`src/inc/sadm_cfg.svh`:
```
/*
 Address map and external memory port constants for the system
 address map decoder. Assumes a 32-bit byte address and one bus clock.
*/
`ifndef SADM_CFG_SVH
`define SADM_CFG_SVH

`define SADM_CODE_BASE 32'h00000000
`define SADM_CODE_END 32'h1FFFFFFF
`define SADM_FLASH_END 32'h0003FFFF
`define SADM_SRAM_LO_BASE 32'h1FFF8000
`define SADM_SRAM_BASE 32'h20000000
`define SADM_SRAM_HI_END 32'h20007FFF
`define SADM_ALIAS_BASE 32'h22000000
`define SADM_ALIAS_END 32'h23FFFFFF
`define SADM_SRAM_END 32'h3FFFFFFF
`define SADM_PERIPH_BASE 32'h40000000
`define SADM_PERIPH_END 32'h5FFFFFFF
`define SADM_CLK_BASE 32'h40004000
`define SADM_CLK_END 32'h400042FF
`define SADM_PWR_BASE 32'h40004300
`define SADM_PWR_END 32'h400043FF
`define SADM_EXTCTL_BASE 32'h40005400
`define SADM_EXTCTL_END 32'h400054FF
`define SADM_RSV_BASE 32'h4000A000
`define SADM_RSV_END 32'h4000A400
`define SADM_EXTRAM_BASE 32'h60000000
`define SADM_EXTMEM_END 32'h60FFFFFF
`define SADM_EXTPER_BASE 32'hA0000000
`define SADM_EXTPER_END 32'hDFFFFFFF
`define SADM_INTPER_BASE 32'hE0000000
`define SADM_PPB_END 32'hE00FFFFF
`define SADM_SYSHI_BASE 32'hE0100000

`define SADM_SEL_W 10
`define SADM_EXT_ADDR_W 24
`define SADM_EXT_DATA_W 16
`define SADM_EXT_ACC_CLKS 4

`endif

```
`src/inc/sadm_pkg.sv`:
```
/*
 Types for the system address map decoder: targets, buses and states.
 Assumes the constants header is compiled alongside.
*/
package sadm_pkg;

  typedef enum logic [3:0] {
    TGT_NONE, TGT_FLASH, TGT_SRAM, TGT_CLOCK, TGT_POWER, TGT_EXTCTL,
    TGT_PERIPH, TGT_EXTMEM, TGT_EXTPER, TGT_PPB, TGT_SYSHI
  } sadm_tgt_t;

  typedef enum logic [1:0] {
    BUS_ICODE, BUS_DCODE, BUS_SYS, BUS_PPB
  } sadm_bus_t;

  typedef enum logic [1:0] {ST_IDLE, ST_ACC, ST_RESP} sadm_state_t;

  typedef enum logic {EX_IDLE, EX_BUSY} sadm_ext_state_t;

endpackage

```
`src/hw/sadm_decoder.sv`:
```
/*
 System address map decoder: steers each word of a processor access to one
 target and one core bus, serves bit-band alias and unaligned accesses
 by split or read-modify-write steps, and hands the external RAM window
 to the external memory port engine.
 Assumes targets answer with tgt_ready_i in the cycle their data is
 valid, and that requester and targets share sys_clk_i.
*/
`timescale 1ns/100ps
`include "sadm_cfg.svh"

module sadm_decoder (
  input wire logic sys_clk_i,
  input wire logic arst_n_i,
  input wire logic ce_i,
  input wire logic req_valid_i,
  output logic req_ready_o,
  input wire logic [31:0] req_addr_i,
  input wire logic req_write_i,
  input wire logic [1:0] req_size_i,
  input wire logic req_fetch_i,
  input wire logic req_debug_i,
  input wire logic [31:0] req_wdata_i,
  output logic resp_valid_o,
  output logic resp_err_o,
  output logic [31:0] resp_rdata_o,
  output logic tgt_valid_o,
  input wire logic tgt_ready_i,
  output logic [9:0] tgt_sel_o,
  output sadm_pkg::sadm_bus_t tgt_bus_o,
  output logic [31:0] tgt_addr_o,
  output logic tgt_we_o,
  output logic [3:0] tgt_be_o,
  output logic [31:0] tgt_wdata_o,
  input wire logic [31:0] tgt_rdata_i,
  input wire logic ext_width16_i,
  input wire logic ext_sync_i,
  output logic [23:0] ext_addr_o,
  output logic [15:0] ext_data_o,
  output logic ext_data_oe_o,
  input wire logic [15:0] ext_data_i,
  output logic ext_cs_n_o,
  output logic ext_we_n_o,
  output logic ext_oe_n_o,
  output logic [1:0] ext_be_n_o,
  output logic ext_clk_o
);

  function automatic sadm_pkg::sadm_tgt_t tgt_of(input logic [31:0] a);
    sadm_pkg::sadm_tgt_t t;
    t = sadm_pkg::TGT_NONE;
    if (a <= `SADM_FLASH_END) t = sadm_pkg::TGT_FLASH;
    else if (a >= `SADM_SRAM_LO_BASE && a <= `SADM_SRAM_HI_END)
      t = sadm_pkg::TGT_SRAM;
    else if (a >= `SADM_CLK_BASE && a <= `SADM_CLK_END)
      t = sadm_pkg::TGT_CLOCK;
    else if (a >= `SADM_PWR_BASE && a <= `SADM_PWR_END)
      t = sadm_pkg::TGT_POWER;
    else if (a >= `SADM_EXTCTL_BASE && a <= `SADM_EXTCTL_END)
      t = sadm_pkg::TGT_EXTCTL;
    else if (a >= `SADM_RSV_BASE && a <= `SADM_RSV_END)
      t = sadm_pkg::TGT_NONE;
    else if (a >= `SADM_PERIPH_BASE && a <= `SADM_PERIPH_END)
      t = sadm_pkg::TGT_PERIPH;
    else if (a >= `SADM_EXTRAM_BASE && a <= `SADM_EXTMEM_END)
      t = sadm_pkg::TGT_EXTMEM;
    else if (a >= `SADM_EXTPER_BASE && a <= `SADM_EXTPER_END)
      t = sadm_pkg::TGT_EXTPER;
    else if (a >= `SADM_INTPER_BASE && a <= `SADM_PPB_END)
      t = sadm_pkg::TGT_PPB;
    else if (a >= `SADM_SYSHI_BASE)
      t = sadm_pkg::TGT_SYSHI;
    return t;
  endfunction

  function automatic sadm_pkg::sadm_bus_t bus_of(input logic [31:0] a,
                                                 input logic fetch);
    sadm_pkg::sadm_bus_t b;
    if (a <= `SADM_CODE_END)
      b = fetch ? sadm_pkg::BUS_ICODE : sadm_pkg::BUS_DCODE;
    else if (a >= `SADM_INTPER_BASE && a <= `SADM_PPB_END)
      b = sadm_pkg::BUS_PPB;
    else
      b = sadm_pkg::BUS_SYS;
    return b;
  endfunction

  function automatic logic [9:0] sel_of(input sadm_pkg::sadm_tgt_t t);
    logic [9:0] s;
    s = 10'h000;
    if (t != sadm_pkg::TGT_NONE) s = 10'h001 << (4'(t) - 4'h1);
    return s;
  endfunction

  sadm_pkg::sadm_state_t st_reg, st_next;
  sadm_pkg::sadm_tgt_t tgt_reg, tgt_next;
  sadm_pkg::sadm_bus_t bus_reg, bus_next;
  logic [31:0] cur_reg, cur_next;
  logic [1:0] off_reg, off_next, size_reg, size_next;
  logic we_reg, we_next, bb_reg, bb_next, bbw_reg, bbw_next;
  logic part_reg, part_next, fetch_reg, fetch_next, err_reg, err_next;
  logic [4:0] bit_reg, bit_next;
  logic [3:0] hi_be_reg, hi_be_next, obe_reg, obe_next;
  logic [31:0] hi_wd_reg, hi_wd_next, owd_reg, owd_next;
  logic owe_reg, owe_next;
  logic [31:0] rd_lo_reg, rd_lo_next, rdata_reg, rdata_next;
  logic [9:0] sel_reg, sel_next;
  logic in_alias, efetch, is_ext, ack, ext_done;
  logic [31:0] a0, rdin, ext_rdata, bbw_word;
  logic [7:0] be64;
  logic [63:0] wd64, rd64;
  logic [3:0] mask;

  assign is_ext = (tgt_reg == sadm_pkg::TGT_EXTMEM);
  assign ack = is_ext ? ext_done : tgt_ready_i;
  assign rdin = is_ext ? ext_rdata : tgt_rdata_i;

  always_comb begin
    st_next = st_reg;
    tgt_next = tgt_reg;
    bus_next = bus_reg;
    cur_next = cur_reg;
    off_next = off_reg;
    size_next = size_reg;
    we_next = we_reg;
    bb_next = bb_reg;
    bbw_next = bbw_reg;
    part_next = part_reg;
    fetch_next = fetch_reg;
    err_next = err_reg;
    bit_next = bit_reg;
    hi_be_next = hi_be_reg;
    hi_wd_next = hi_wd_reg;
    obe_next = obe_reg;
    owd_next = owd_reg;
    owe_next = owe_reg;
    rd_lo_next = rd_lo_reg;
    rdata_next = rdata_reg;
    in_alias = req_addr_i >= `SADM_ALIAS_BASE &&
               req_addr_i <= `SADM_ALIAS_END;
    efetch = req_fetch_i && !req_debug_i;
    a0 = in_alias ? (`SADM_SRAM_BASE | {12'h000, req_addr_i[24:7], 2'h0})
                  : {req_addr_i[31:2], 2'h0};
    mask = (req_size_i == 2'h0) ? 4'h1 : (req_size_i == 2'h1) ? 4'h3 : 4'hF;
    be64 = {4'h0, in_alias ? 4'hF : mask}
           << (in_alias ? 2'h0 : req_addr_i[1:0]);
    wd64 = {32'h0, req_wdata_i} << {req_addr_i[1:0], 3'h0};
    rd64 = part_reg ? {rdin, rd_lo_reg} : {32'h0, rdin};
    bbw_word = (rdin & ~(32'h1 << bit_reg)) |
               ({31'h0, owd_reg[0]} << bit_reg);
    case (st_reg)
      sadm_pkg::ST_IDLE: begin
        if (req_valid_i) begin
          tgt_next = tgt_of(a0);
          bus_next = bus_of(a0, efetch);
          cur_next = a0;
          off_next = in_alias ? 2'h0 : req_addr_i[1:0];
          size_next = in_alias ? 2'h2 : req_size_i;
          we_next = req_write_i;
          bb_next = in_alias;
          bbw_next = 1'b0;
          part_next = 1'b0;
          fetch_next = efetch;
          bit_next = req_addr_i[6:2];
          hi_be_next = be64[7:4];
          hi_wd_next = wd64[63:32];
          obe_next = be64[3:0];
          owd_next = in_alias ? {31'h0, req_wdata_i[0]} : wd64[31:0];
          // Alias writes start with a read of the backing word
          owe_next = req_write_i && !in_alias;
          rdata_next = 32'h0;
          // Fetches only from code, SRAM, or a 16-bit external memory
          err_next = (tgt_of(a0) == sadm_pkg::TGT_NONE) ||
                     (efetch && !(a0 <= `SADM_SRAM_END ||
                      (tgt_of(a0) == sadm_pkg::TGT_EXTMEM &&
                       ext_width16_i)));
          st_next = err_next ? sadm_pkg::ST_RESP : sadm_pkg::ST_ACC;
        end
      end
      sadm_pkg::ST_ACC: begin
        if (ack) begin
          if (bb_reg && we_reg && !bbw_reg) begin
            bbw_next = 1'b1;
            owe_next = 1'b1;
            owd_next = bbw_word;
          end else if (!part_reg && hi_be_reg != 4'h0) begin
            // Second word of an unaligned access
            part_next = 1'b1;
            rd_lo_next = rdin;
            cur_next = cur_reg + 32'h4;
            tgt_next = tgt_of(cur_reg + 32'h4);
            bus_next = bus_of(cur_reg + 32'h4, fetch_reg);
            obe_next = hi_be_reg;
            owd_next = hi_wd_reg;
            if (tgt_of(cur_reg + 32'h4) == sadm_pkg::TGT_NONE) begin
              err_next = 1'b1;
              st_next = sadm_pkg::ST_RESP;
            end
          end else begin
            st_next = sadm_pkg::ST_RESP;
            if (we_reg) rdata_next = 32'h0;
            else if (bb_reg) rdata_next = {31'h0, rdin[bit_reg]};
            else begin
              rdata_next = 32'(rd64 >> {off_reg, 3'h0});
              if (size_reg == 2'h0) rdata_next[31:8] = 24'h0;
              else if (size_reg == 2'h1) rdata_next[31:16] = 16'h0;
            end
          end
        end
      end
      sadm_pkg::ST_RESP: st_next = sadm_pkg::ST_IDLE;
      default: st_next = sadm_pkg::ST_IDLE;
    endcase
    sel_next = sel_of(tgt_next);
  end

  always_ff @(posedge sys_clk_i or negedge arst_n_i) begin
    if (!arst_n_i) begin
      st_reg <= sadm_pkg::ST_IDLE;
      tgt_reg <= sadm_pkg::TGT_NONE;
      bus_reg <= sadm_pkg::BUS_SYS;
      cur_reg <= 32'h0;
      off_reg <= 2'h0;
      size_reg <= 2'h0;
      we_reg <= 1'b0;
      bb_reg <= 1'b0;
      bbw_reg <= 1'b0;
      part_reg <= 1'b0;
      fetch_reg <= 1'b0;
      err_reg <= 1'b0;
      bit_reg <= 5'h0;
      hi_be_reg <= 4'h0;
      hi_wd_reg <= 32'h0;
      obe_reg <= 4'h0;
      owd_reg <= 32'h0;
      owe_reg <= 1'b0;
      rd_lo_reg <= 32'h0;
      rdata_reg <= 32'h0;
      sel_reg <= 10'h000;
    end else if (ce_i) begin
      st_reg <= st_next;
      tgt_reg <= tgt_next;
      bus_reg <= bus_next;
      cur_reg <= cur_next;
      off_reg <= off_next;
      size_reg <= size_next;
      we_reg <= we_next;
      bb_reg <= bb_next;
      bbw_reg <= bbw_next;
      part_reg <= part_next;
      fetch_reg <= fetch_next;
      err_reg <= err_next;
      bit_reg <= bit_next;
      hi_be_reg <= hi_be_next;
      hi_wd_reg <= hi_wd_next;
      obe_reg <= obe_next;
      owd_reg <= owd_next;
      owe_reg <= owe_next;
      rd_lo_reg <= rd_lo_next;
      rdata_reg <= rdata_next;
      sel_reg <= sel_next;
    end
  end

  assign req_ready_o = (st_reg == sadm_pkg::ST_IDLE);
  assign resp_valid_o = (st_reg == sadm_pkg::ST_RESP);
  assign resp_err_o = err_reg;
  assign resp_rdata_o = rdata_reg;
  assign tgt_valid_o = (st_reg == sadm_pkg::ST_ACC) && !is_ext;
  assign tgt_sel_o = sel_reg;
  assign tgt_bus_o = bus_reg;
  assign tgt_addr_o = cur_reg;
  assign tgt_we_o = owe_reg;
  assign tgt_be_o = obe_reg;
  assign tgt_wdata_o = owd_reg;

  // Window base has zero low bits, so the offset is the low 24 bits
  sadm_ext_port u_ext (
    .sys_clk_i(sys_clk_i),
    .arst_n_i(arst_n_i),
    .ce_i(ce_i),
    .valid_i(st_reg == sadm_pkg::ST_ACC && is_ext),
    .we_i(owe_reg),
    .addr_i(cur_reg[23:0]),
    .be_i(obe_reg),
    .wdata_i(owd_reg),
    .width16_i(ext_width16_i),
    .sync_i(ext_sync_i),
    .done_o(ext_done),
    .rdata_o(ext_rdata),
    .ext_addr_o(ext_addr_o),
    .ext_data_o(ext_data_o),
    .ext_data_oe_o(ext_data_oe_o),
    .ext_data_i(ext_data_i),
    .ext_cs_n_o(ext_cs_n_o),
    .ext_we_n_o(ext_we_n_o),
    .ext_oe_n_o(ext_oe_n_o),
    .ext_be_n_o(ext_be_n_o),
    .ext_clk_o(ext_clk_o)
  );
endmodule

```
`src/hw/sadm_ext_port.sv`:
```
/*
 External memory port engine: splits one aligned word access into
 8- or 16-bit memory cycles of a fixed bus-clock length.
 Assumes the request fields stay stable while valid_i is high and
 that memory data is valid from the second cycle of each unit.
*/
`timescale 1ns/100ps
`include "sadm_cfg.svh"

module sadm_ext_port (
  input wire logic sys_clk_i,
  input wire logic arst_n_i,
  input wire logic ce_i,
  input wire logic valid_i,
  input wire logic we_i,
  input wire logic [23:0] addr_i,
  input wire logic [3:0] be_i,
  input wire logic [31:0] wdata_i,
  input wire logic width16_i,
  input wire logic sync_i,
  output logic done_o,
  output logic [31:0] rdata_o,
  output logic [23:0] ext_addr_o,
  output logic [15:0] ext_data_o,
  output logic ext_data_oe_o,
  input wire logic [15:0] ext_data_i,
  output logic ext_cs_n_o,
  output logic ext_we_n_o,
  output logic ext_oe_n_o,
  output logic [1:0] ext_be_n_o,
  output logic ext_clk_o
);

  localparam logic [1:0] PH_LAST = 2'(`SADM_EXT_ACC_CLKS - 1);

  sadm_pkg::sadm_ext_state_t st_reg, st_next;
  logic [1:0] ph_reg, ph_next, unit_reg, unit_next;
  logic done_reg, done_next;
  logic [31:0] rdata_reg, rdata_next;
  logic [15:0] din_s1_reg, din_s2_reg;
  logic [23:0] addr_reg, addr_next;
  logic [15:0] data_reg, data_next;
  logic doe_reg, doe_next, cs_n_reg, cs_n_next;
  logic we_n_reg, we_n_next, oe_n_reg, oe_n_next, clk_reg, clk_next;
  logic [1:0] be_n_reg, be_n_next, lane_en;
  logic busy;

  always_comb begin
    st_next = st_reg;
    ph_next = ph_reg;
    unit_next = unit_reg;
    done_next = 1'b0;
    rdata_next = rdata_reg;
    case (st_reg)
      sadm_pkg::EX_IDLE: begin
        // Done cycle blocks a repeat start on the same request
        if (valid_i && !done_reg) begin
          st_next = sadm_pkg::EX_BUSY;
          ph_next = 2'h0;
          unit_next = 2'h0;
          rdata_next = 32'h0;
        end
      end
      sadm_pkg::EX_BUSY: begin
        ph_next = ph_reg + 2'h1;
        if (ph_reg == PH_LAST) begin
          if (width16_i) begin
            rdata_next[{unit_reg[0], 4'h0} +: 16] = din_s2_reg;
          end else begin
            rdata_next[{unit_reg, 3'h0} +: 8] = din_s2_reg[7:0];
          end
          if (unit_reg == (width16_i ? 2'h1 : 2'h3)) begin
            st_next = sadm_pkg::EX_IDLE;
            done_next = 1'b1;
          end else begin
            unit_next = unit_reg + 2'h1;
          end
        end
      end
      default: st_next = sadm_pkg::EX_IDLE;
    endcase
    busy = (st_next == sadm_pkg::EX_BUSY);
    lane_en = width16_i ? be_i[{unit_next[0], 1'b0} +: 2]
                        : {1'b0, be_i[unit_next]};
    addr_next = width16_i ? addr_i + {21'h0, unit_next, 1'b0}
                          : addr_i + {22'h0, unit_next};
    data_next = width16_i ? wdata_i[{unit_next[0], 4'h0} +: 16]
                          : {8'h00, wdata_i[{unit_next, 3'h0} +: 8]};
    cs_n_next = ~busy;
    we_n_next = ~(busy && we_i && ph_next != 2'h0 && |lane_en);
    oe_n_next = ~(busy && !we_i && ph_next != 2'h0);
    doe_next = busy && we_i;
    be_n_next = ~lane_en;
    // Async memories see no clock at all
    clk_next = sync_i && busy && ph_next[1];
  end

  always_ff @(posedge sys_clk_i or negedge arst_n_i) begin
    if (!arst_n_i) begin
      st_reg <= sadm_pkg::EX_IDLE;
      ph_reg <= 2'h0;
      unit_reg <= 2'h0;
      done_reg <= 1'b0;
      rdata_reg <= 32'h0;
      din_s1_reg <= 16'h0;
      din_s2_reg <= 16'h0;
      addr_reg <= 24'h0;
      data_reg <= 16'h0;
      doe_reg <= 1'b0;
      cs_n_reg <= 1'b1;
      we_n_reg <= 1'b1;
      oe_n_reg <= 1'b1;
      be_n_reg <= 2'h3;
      clk_reg <= 1'b0;
    end else if (ce_i) begin
      st_reg <= st_next;
      ph_reg <= ph_next;
      unit_reg <= unit_next;
      done_reg <= done_next;
      rdata_reg <= rdata_next;
      din_s1_reg <= ext_data_i;
      din_s2_reg <= din_s1_reg;
      addr_reg <= addr_next;
      data_reg <= data_next;
      doe_reg <= doe_next;
      cs_n_reg <= cs_n_next;
      we_n_reg <= we_n_next;
      oe_n_reg <= oe_n_next;
      be_n_reg <= be_n_next;
      clk_reg <= clk_next;
    end
  end

  assign done_o = done_reg;
  assign rdata_o = rdata_reg;
  assign ext_addr_o = addr_reg;
  assign ext_data_o = data_reg;
  assign ext_data_oe_o = doe_reg;
  assign ext_cs_n_o = cs_n_reg;
  assign ext_we_n_o = we_n_reg;
  assign ext_oe_n_o = oe_n_reg;
  assign ext_be_n_o = be_n_reg;
  assign ext_clk_o = clk_reg;

  logic [4:0] cs_cnt;
  always_ff @(posedge sys_clk_i or negedge arst_n_i) begin
    if (!arst_n_i) begin
      cs_cnt <= 5'h0;
    end else if (ce_i) begin
      cs_cnt <= ext_cs_n_o ? 5'h0 : cs_cnt + 5'h1;
    end
  end
endmodule

```
`config.mk`:
```
export PLATFORM = sky130hd
export DESIGN_NAME = sadm_decoder
export DESIGN_NICKNAME = d
export VERILOG_FILES = /design/src/inc/sadm_pkg.sv /design/src/hw/sadm_decoder.sv /design/src/hw/sadm_ext_port.sv
export VERILOG_INCLUDE_DIRS = /design/src /design/src/inc
export SDC_FILE = /design/constraint.sdc
export NUM_CORES = 1
export LEC_CHECK = 0
export BUFFER_PORTS_ARGS = -buffer_cell sky130_fd_sc_hd__buf_2
export CAP_MARGIN = 30
export CORE_MARGIN = 2
export CORE_UTILIZATION = 35
export DETAILED_ROUTE_END_ITERATION = 10
export PLACE_DENSITY = 0.6
export SKIP_LAST_GASP = 1
export SLEW_MARGIN = 20
export SYNTH_ARGS = -nofsm -noshare
export SYNTH_HDL_FRONTEND = slang
export SYNTH_HIERARCHICAL = 1
export SYNTH_SLANG_ARGS = --single-unit
```
`constraint.sdc`:
```
create_clock -name sys_clk_i -period 7.3 [get_ports sys_clk_i]
set_clock_uncertainty 0.1 [all_clocks]
set_input_delay 0.365 -clock sys_clk_i [delete_from_list [all_inputs] [get_ports sys_clk_i]]
set_output_delay 0.365 -clock sys_clk_i [all_outputs]
set_load 0.05 [all_outputs]
```
==> results of run 1 <==
-- synth_stat cells, types with 19 or more instances --
library cell	count	area, um2
a211oi_1	19	143
a21oi_1	116	581
a221oi_1	21	184
a22o_1	35	307
a22oi_1	22	165
buf_2	21	105
clkbuf_1	109	409
dfrtp_1	302	7560
inv_1	44	165
mux2_2	87	980
mux2i_1	92	921
nand2_1	323	1210
nand3_1	61	305
nand4_1	34	213
nor2_1	120	450
nor3_1	47	235
nor4_1	21	131
o21ai_0	171	856
o21ai_1	26	130
o22ai_1	19	119
xor2_1	33	289
-- cell type report --
| type | count | share of cell area [%] |
|---|---|---|
| multi-input combinational | 1629 | 46.9 |
| sequential | 308 | 33.6 |
| timing repair buffer | 355 | 9.18 |
| clock buffer | 61 | 5.23 |
| tap | 704 | 3.84 |
| inverter | 47 | 0.780 |
| clock inverter | 9 | 0.442 |
| antenna | 4 | 0.0436 |
-- how the worst min path moves through the flow --
stage                   start  slack (ns)             end  cells past startpoint
6_report       req_addr_i[25]        0.02  tgt_addr_o[25]                      3
5_1_grt        req_addr_i[25]        0.03  tgt_addr_o[25]                      3
4_1_cts        req_addr_i[25]       0.003  tgt_addr_o[25]                      3
3_5_place_dp         arst_n_i        0.36  tgt_addr_o[23]                      1
3_3_place_gp         arst_n_i        0.35  tgt_addr_o[23]                      1
2_1_floorplan        arst_n_i       -0.03          bb_reg                      0
-- power groups by stage --
stage                     Sequential [mW]  Combinational, mW  Clock, mW
after floorplan                      3.81               2.52          0
after global routing                 3.20               4.97       2.08
after global placement               3.09               4.50          0
final                                3.11               4.61       1.97
after CTS                            3.10               4.57       2.01
after detailed placement             3.12               4.54          0
-- worst register-to-register path, cell delays in order (launching register included) --
cell	delay, ns
dfrtp_1	0.78
ha_1	0.41
nand3_1	0.24
nor4_2	0.51
nand4_1	0.19
xor2_1	0.33
nand4_2	0.24
nor3_1	0.37
a311o_1	0.27
a221o_1	0.26
or3b_1	0.39
o2bb2ai_1	0.13
-- what timing repair did --
action                                  4_1_cts  5_1_grt
hold buffers                                 33        0
endpoints found under the setup margin        0        0
gates resized for setup                       0        0
endpoints found under the hold margin       120        0
-- kinds of logic after synthesis --
group                      after synthesis  share of synthesized area, %
xor gates and xnor gates                49                          2.26
and+or+nand+nor                        758                          19.3
buffers and inverters                  209                          4.76
adders and majority gates               14                         0.983
AOI/OAI and AO/OA                      603                          20.9
other                                    1                        0.0194
muxes                                  198                          12.0
DFF                                    308                          39.9
-- metal layers --
layer | vias to the layer above | routed length, um
met5 | - | 29
met4 | 4 | 2610
met3 | 140 | 6240
met2 | 752 | 32200
met1 | 8759 | 29700
li1 | 8374 | -
-- placed cells by master, fill, tap and decap left out, types with 21 or more instances in the layout --
cell type,instances
nand2_1,323
dfrtp_1,301
buf_2,285
o21ai_0,171
nor2_1,119
a21oi_1,116
mux2i_1,92
mux2_2,87
nand3_1,58
nor3_1,47
inv_1,44
clkbuf_16,41
a22o_1,35
nand4_1,34
xor2_1,33
dlygate4sd3_1,33
buf_4,28
o21ai_1,25
a22oi_1,22
nor4_1,21
a221oi_1,21
-- stage by stage --
| step | hold WS [ns] | worst slack, ns |
|---|---|---|
| floorplan | -0.0306 | 3.36 |
| global placement | 0.353 | 3.11 |
| detailed placement | 0.358 | 3.07 |
| CTS | 0.00267 | 3.06 |
| global route | 0.0341 | 2.62 |
| finish | 0.0179 | 3.01 |
==> impl_metrics.csv, run 1 <==
group,metric,value,unit
global_route,grt_pass1_wl,107000,um
critical_path,cp-start-kind,"flop",
final_layout,design_area,22900,um2
pwr,powerDensity,422,nW/um2
global_route,grtUsageMet2,37.9,%
final_layout,multi_input_area,10800,um2
run,cap_violations,0,
drt,viasPerCell,5.78,
pwr,power_leakage,10.0,nW
critical_path,cp_data_arrival_time,4.67,ns
global_route,antenna_found_initial,8,
final_layout,final_core_util,41.8,%
floorplanning,rows,86,
hold_path,min_path_type,"input port to flop",
pwr,switching_share,49.3,%
critical_path,path_depth,11,
drt,wl_per_cell,22.7,um
global_route,grt_overflow_total,0,
floorplanning,start_util,35.2,%
pwr,pwr-share-seq,32.1,%
place,dp_cells,3002,
clocking,tritoncts,"done",
critical_path,end_kind,"flop",
global_route,grtUsageMet3,6.52,%
floorplanning,core_area,54900,um2
clocking,worstSkewPairLatency,0.56,ns
final_layout,register_area,7720,um2
pwr,p_int,4.91,mW
drt,num_vias,18000,
clocking,clockBufferDepth,3,
critical_path,r2r_start,"tgt_addr_o[2]",
pwr,p_total,9.68,mW
sta,tns,0,ns
clocking,post-cts-setup-buffers,0,
critical_path,crit_start,"tgt_addr_o[2]",
critical_path,max_stage_delay,0.78,ns
global_route,grtUsageMet1,32.3,%
pwr,p_clk_share,20.3,%
place,portBuffers,285,
critical_path,worstPathRequired,7.68,ns
sta,finalCritPeriodShare,58.8,%
critical_path,timing.rr.end,"tgt_sel_o[6]",
synthesis,netlist_area,19300,um2
clocking,cts_sinks,308,
sta,worst_pin_slew,0.976,ns
synthesis,synth-edff-count,0,
floorplanning,die_area,57100,um2
sta,drv_slew,0,
floorplanning,chipWidth,239,um
place,hpwlAfterDp,52000,um
final_layout,fin_cells,3117,
sta,rsz0062_at_grt,"false",
synthesis,ys.flop_type,"dfrtp_1",
synthesis,netlist_instances,2140,
global_route,grt_busiest_layer,"met2",
final_layout,drive_above_1_share,23.9,%
drt,detail_route.first_pass.iterations,5,
synthesis,synthArstFlopShare,100,%
pwr,vdd_ir_drop_max,247,uV
place,placed_area,21200,um2
sta,relSlewSlack,34.9,%
critical_path,crit_slowest_cell,"dfrtp_1",
critical_path,r2r_slack,3.01,ns
critical_path,critPathMaxFanout,20,
sta,report.final.setup_viol,0,
global_route,grt_max_degree,92,
critical_path,rr_worst_depth,11,
sta,max_freq,233,MHz
drt,detail-route-antenna-nets,0,
place,gp_congestion,0.952,
pwr,p_switching,4.77,mW
critical_path,cp_cell_sequence,"ha_1 > nand3_1 > nor4_2 > nand4_1 > xor2_1 > nand4_2 > nor3_1 > a311o_1 > a221o_1 > or3b_1 > o2bb2ai_1",
synthesis,syn_area_per_cell,9.04,um2
final_layout,synthToLayoutAreaGrowth,18.7,%
clocking,root_buffer,"clkbuf_16",
global_route,grt_usage,24.4,%
critical_path,path_class,"flop to flop",
critical_path,cp_top_family,"simple AND/OR/NAND/NOR gates",
drt,routed_wl,70800,um
clocking,htree_num_levels,2,
pwr,combPwrFrac,47.6,%
synthesis,ys.warnings.count,6,
drt,dr.first_iter.drc_count,1586,
critical_path,cp-endpoint,"tgt_sel_o[6]",
sta,hold_viol,0,
floorplanning,dieHeight,239,um
floorplanning,io_pins,288,
sta,post-route-min-period,4.29,ns
drt,drc_errors,0,
global_route,grt_pass1_vias,17400,
synthesis,seq_area_frac_synth,39.9,%
clocking,cts_inserted_buffers,38,
synthesis,ys_types,107,
synthesis,synth-seq-cells,308,
status,status,"finished, final reports clean",
final_layout,nets,2517,
clocking,clk_pin_slew_worst_paths,0.06,ns
final_layout,nFillCells,5499,
critical_path,worstPathBufferInverterCount,0,
No activity file was read; power rests on OpenSTA's default activity.
==> run 2, diff against run 1 <==
--- a/config.mk
+++ b/config.mk
@@ -11,7 +11,7 @@
 export CORE_MARGIN = 2
 export CORE_UTILIZATION = 35
 export DETAILED_ROUTE_END_ITERATION = 10
-export PLACE_DENSITY = 0.6
+export PLACE_DENSITY = 0.62
 export SKIP_LAST_GASP = 1
 export SLEW_MARGIN = 20
 export SYNTH_ARGS = -nofsm -noshare
==> constraint.sdc (replaced) <==
create_clock -name sys_clk_i -period 3.9 [get_ports sys_clk_i]
set_clock_uncertainty 0.1 [all_clocks]
set_input_delay 0.195 -clock sys_clk_i [delete_from_list [all_inputs] [get_ports sys_clk_i]]
set_output_delay 0.195 -clock sys_clk_i [all_outputs]
set_load 0.05 [all_outputs]
==> run 2 against run 1 <==
  * Maximum frequency is 15% higher
  * Worst setup slack lost 2.8 ns
  * Flip-flop and latch count is the same
  * First-iteration DRC count rose by 0.76%
  * Largest cell class unchanged
==> impl_metrics.csv, run 2 (synthesized netlist as in run 1, its figures left out) <==
group,metric,value,unit
final_layout,synthToLayoutAreaGrowth,24.4,%
sta,worst_slack,0.166,ns
floorplanning,chipWidth,239,um
global_route,grt_overflow_total,0,
drt,detail_route.first_pass.iterations,6,
drt,num_vias,18600,
clocking,clk_pin_slew_worst_paths,0.06,ns
place,pre_cts_ws,0.169,ns
critical_path,cp_data_arrival_time,4.11,ns
drt,wl_per_cell,22.6,um
sta,fin_hold_ws,0.0297,ns
critical_path,worstPathRequired,4.27,ns
critical_path,max_stage_delay,0.60,ns
critical_path,crit_start,"tgt_addr_o[19]",
pwr,vdd_ir_drop_max,499,uV
clocking,clockBufferDepth,3,
final_layout,drive_above_1_share,25.2,%
final_layout,nets,2640,
final_layout,fin_cells,3235,
critical_path,crit_slowest_cell,"nor4_1",
hold_path,min_path_type,"input port to flop",
sta,post-route-min-period,3.73,ns
sta,hold_viol,0,
sta,relSlewSlack,36.8,%
critical_path,critPathMaxFanout,10,
place,placed_area,21700,um2
sta,finalCritPeriodShare,95.8,%
pwr,p_total,18.5,mW
global_route,grt_usage,25.2,%
drt,viasPerCell,5.76,
drt,routed_wl,73100,um
global_route,grt_max_degree,99,
clocking,post-cts-setup-buffers,0,
clocking,root_buffer,"clkbuf_16",
place,portBuffers,285,
clocking,cts_inserted_buffers,38,
floorplanning,die_area,57100,um2
critical_path,worstPathBufferInverterCount,0,
place,hpwlAfterDp,53800,um
floorplanning,core_area,54900,um2
clocking,tritoncts,"done",
critical_path,cp-start-kind,"flop",
sta,tns,0,ns
final_layout,antenna_cells,0,
floorplanning,io_pins,288,
sta,drv_slew,0,
place,dp_cells,3065,
global_route,grt_pass1_wl,111000,um
clocking,worstSkewPairLatency,0.57,ns
global_route,grt_pass1_vias,18300,
pwr,power_leakage,10.6,nW
floorplanning,rows,86,
pwr,powerDensity,770,nW/um2
floorplanning,start_util,35.2,%
critical_path,crit_path_frequent_cell,"nand4_1",
critical_path,cp_cell_sequence,"nand4_1 > nor4_1 > a211o_1 > o21ai_0 > nand4_1 > nor3_1 > a311o_1 > a221o_1 > or2_1 > o32ai_2",
drt,detail-route-antenna-nets,0,
status,status,"finished, final reports clean",
clocking,cts_sinks,308,
sta,max_freq,268,MHz
final_layout,design_area,24100,um2
critical_path,r2r_start,"tgt_addr_o[19]",
critical_path,end_kind,"flop",
critical_path,path_class,"flop to flop",
final_layout,layout_commonest_cell,"nand2_1",
drt,dr.first_iter.drc_count,1598,
clocking,htree_num_levels,2,
drt,drc_errors,0,
sta,report.final.setup_viol,0,
final_layout,final_cell_mix,"nand2_1 (323), dfrtp_1 (299), buf_2 (284), o21ai_0 (171), nor2_1 (119)",
sta,worst_pin_slew,0.946,ns
run,cap_violations,0,
floorplanning,dieHeight,239,um
place,gp_congestion,0.920,
hold_path,worstHoldStart,"req_addr_i[29]",
global_route,antenna_found_initial,2,
critical_path,cp_top_family,"simple AND/OR/NAND/NOR gates",
final_layout,final_core_util,43.8,%
## run 2: changes by cell type in the layout (fill, tap and decap cells not counted), sizes merged
cell         before  now
diode             4    0
buf             320  380
clkinvlp          1    2
clkinv            8    7
clkbuf           63   58
inv              45   47
dlygate4sd3      33   98
## run 2: worst paths after layout
| check | end | slack (ns) | cells past startpoint |
|---|---|---|---|
| max | tgt_sel_o[9] | 0.17 | 10 |
| min | tgt_addr_o[29] | 0.03 | 2 |
| max reg2reg | tgt_sel_o[9] | 0.17 | 10 |
| min reg2reg | hi_wd_reg[20] | 0.37 | 2 |
| max in group asynchronous | resp_rdata_o[1] | 2.70 | 3 |
| min in group asynchronous | tgt_addr_o[23] | 0.05 | 2 |
## run 2: worst register-to-register path: cells and delay by family, from the launching register on
kind / cells / cell delay (ns)
DFF: 1 / 0.51
AOI/OAI and AO/OA: 5 / 1.44
and+or+nand+nor: 5 / 1.58
## run 2: area by class of cell
class	count	area [um2]
Clock buffer	58	1140
Clock inverter	11	133
Fill cell	5392	30800
Inverter	47	179
Multi-Input combinational cell	1629	10800
Sequential cell	308	7720
Tap cell	704	881
Timing Repair Buffer	478	3230
## run 2: report_power, final
group	total, mW	internal [mW]	switching, mW
combinational	9.36	3.01	6.35
clock	3.63	2.15	1.48
sequential	5.53	4.26	1.27
total	18.5	9.42	9.10
## run 2: per-layer routing
layer / up-vias / track usage (%) / wire length, um
li1: 8622 / - / -
met1: 9149 / 32.9 / 30500
met2: 726 / 41.7 / 34500
met3: 141 / 4.47 / 5370
met4: 4 / 9.30 / 2690
met5: - / 0 / 27
## run 2: what timing repair did
item / in CTS / in global routing
hold buffers: 98 / 0
resized for setup: 0 / 6
endpoints found under the setup margin: 0 / 9
hold endpoints to repair: 285 / 0
==> run 3, diff against run 2 <==
--- a/config.mk
+++ b/config.mk
@@ -11,6 +11,7 @@
 export CORE_MARGIN = 2
 export CORE_UTILIZATION = 35
 export DETAILED_ROUTE_END_ITERATION = 10
+export MAX_ROUTING_LAYER = met4
 export PLACE_DENSITY = 0.62
 export SKIP_LAST_GASP = 1
 export SLEW_MARGIN = 20
==> run 3 against run 2 <==
  * Hold slack worse by 0.0084 ns
  * Non-clock buffer count down 2
  * Critical endpoint is now tgt_sel_o[4]
  * Maximum frequency up 0.56%
  * Register-to-register slack better by 0.02 ns
  * Combinational power about the same
==> impl_metrics.csv, run 3 (synthesized netlist as in run 1, its figures left out) <==
group,metric,value,unit
clocking,root_buffer,"clkbuf_16",
clocking,worstSkewPairLatency,0.58,ns
sta,relSlewSlack,36.4,%
global_route,antenna_found_initial,2,
global_route,grt_pass1_vias,18400,
place,gp_congestion,0.935,
sta,post-route-min-period,3.71,ns
global_route,grt_usage,26.0,%
hold_path,min_path_type,"input port to flop",
clocking,cts_inserted_buffers,39,
sta,hold_viol,0,
floorplanning,core_area,54900,um2
sta,rsz0062_at_grt,"true",
clocking,htree_num_levels,2,
clocking,tritoncts,"done",
place,hpwlAfterDp,53700,um
pwr,p_int,9.29,mW
clocking,cts_sinks,308,
pwr,powerDensity,767,nW/um2
final_layout,synthToLayoutAreaGrowth,23.9,%
global_route,grtUsageMet1,33.3,%
critical_path,critPathMaxFanout,18,
global_route,grtUsageMet2,42.2,%
critical_path,end_kind,"flop",
critical_path,cp-start-kind,"flop",
global_route,grt_overflow_total,0,
drt,num_vias,18600,
global_route,grtUsageMet3,4.01,%
drt,dr.first_iter.drc_count,1606,
pwr,p_switching,9.09,mW
critical_path,worstPathRequired,4.28,ns
place,portBuffers,285,
pwr,power_leakage,10.5,nW
pwr,combPwrFrac,50.8,%
clocking,clockBufferDepth,3,
clocking,clk_pin_slew_worst_paths,0.06,ns
floorplanning,die_area,57100,um2
pwr,pwr-share-seq,30.0,%
drt,viasPerCell,5.75,
final_layout,fin_cells,3235,
floorplanning,rows,86,
final_layout,register_area,7720,um2
critical_path,cp_data_arrival_time,4.09,ns
final_layout,multi_input_area,10800,um2
sta,fin_hold_ws,0.0213,ns
pwr,p_clk_share,19.2,%
floorplanning,io_pins,288,
floorplanning,dieHeight,239,um
sta,report.final.setup_viol,0,
global_route,grt_busiest_layer,"met2",
pwr,vdd_ir_drop_max,559,uV
global_route,grt_pass1_wl,111000,um
drt,wl_per_cell,22.5,um
drt,drc_errors,0,
final_layout,nets,2639,
drt,detail-route-antenna-nets,0,
drt,detail_route.first_pass.iterations,8,
status,status,"finished, final reports clean",
floorplanning,chipWidth,239,um
final_layout,final_cell_mix,"nand2_1 (323), dfrtp_1 (301), buf_2 (283), o21ai_0 (170), nor2_1 (119)",
run,cap_violations,0,
sta,tns,0,ns
final_layout,drive_above_1_share,25.0,%
place,dp_cells,3065,
critical_path,path_class,"flop to flop",
sta,drv_slew,0,
sta,worst_slack,0.187,ns
pwr,switching_share,49.4,%
final_layout,nFillCells,5426,
sta,finalCritPeriodShare,95.2,%
sta,max_freq,269,MHz
final_layout,layout_commonest_cell,"nand2_1",
sta,worst_pin_slew,0.953,ns
global_route,grt_max_degree,100,
place,pre_cts_ws,0.231,ns
drt,routed_wl,72800,um
floorplanning,start_util,35.2,%
## run 3: changes by cell type in the layout (fill, tap and decap cells not counted), moves of 2 or more
cell / before / now
clkinvlp_4: 2 / 0
diode_2: 0 / 2
dfrtp_1: 299 / 301
clkinv_2: 3 / 8
clkbuf_8: 11 / 4
clkbuf_1: 9 / 11
dlygate4sd3_1: 98 / 96
dfrtp_2: 3 / 1
clkbuf_16: 38 / 40
## run 3: worst max-delay path: stages (launching register included)
cell and delay, ns:
dfrtp_1 0.35, buf_4 0.25, nand4_1 0.26, nor4_1 0.32, buf_4 0.20, nand3_1 0.20
xnor2_1 0.47, nand4_1 0.20, nor3_1 0.27, a311o_1 0.21, a221o_1 0.26, or3b_1 0.39
o2bb2ai_1 0.14
## run 3: final timing paths
| check | from | endpoint | slack [ns] | cells past startpoint |
|---|---|---|---|---|
| worst max-delay path | tgt_addr_o[3] | tgt_sel_o[4] | 0.19 | 12 |
| worst min-delay path | tgt_rdata_i[30] | rd_lo_reg[30] | 0.02 | 4 |
| worst max register to register | tgt_addr_o[3] | tgt_sel_o[4] | 0.19 | 12 |
| worst min register to register | hi_wd_reg[20] | hi_wd_reg[20] | 0.37 | 2 |
| max in group asynchronous | arst_n_i | u_ext/ext_data_o[15] | 2.53 | 3 |
| min in group asynchronous | arst_n_i | tgt_addr_o[21] | 0.13 | 2 |
## run 3: through the flow
step           util (%)  cell area (um2)  total power [mW]
2_1_floorplan         -            19400              11.9
3_3_place_gp       39.6            21700              14.6
3_5_place_dp       39.6            21700              14.7
4_1_cts            43.6            23900              18.4
5_1_grt            43.6            23900              19.4
6_report           43.6            24000              18.4
## run 3: routing by layer
layer  vias up  wire length, um
li1       8629                -
met1      9105            30700
met2       737            34700
met3       125             5000
met4         0             2390
met5         -                0
## run 3: area by class of cell
type / instances / area share (%)
Antenna cell: 2 / 0.0209
Multi-Input combinational cell: 1629 / 44.9
Sequential cell: 308 / 32.2
Inverter: 47 / 0.747
Tap cell: 704 / 3.68
Timing Repair Buffer: 476 / 13.3
Clock buffer: 55 / 4.58
Clock inverter: 14 / 0.507
## run 3: power by group through the flow
stage / Clock, mW / Sequential (mW) / Combinational [mW]
after floorplan: 0 / 7.14 / 4.72
final: 3.52 / 5.52 / 9.34
after global placement: 0 / 5.53 / 9.03
after CTS: 3.60 / 5.52 / 9.26
after detailed placement: 0 / 5.57 / 9.13
after global routing: 3.73 / 5.69 / 10.0
## run 3: repair_timing
action,CTS,global route
setup buffers,0,0
endpoints found under the setup margin,0,12
resized for setup,0,2
hold buffers,96,0
endpoints found under the hold margin,194,0
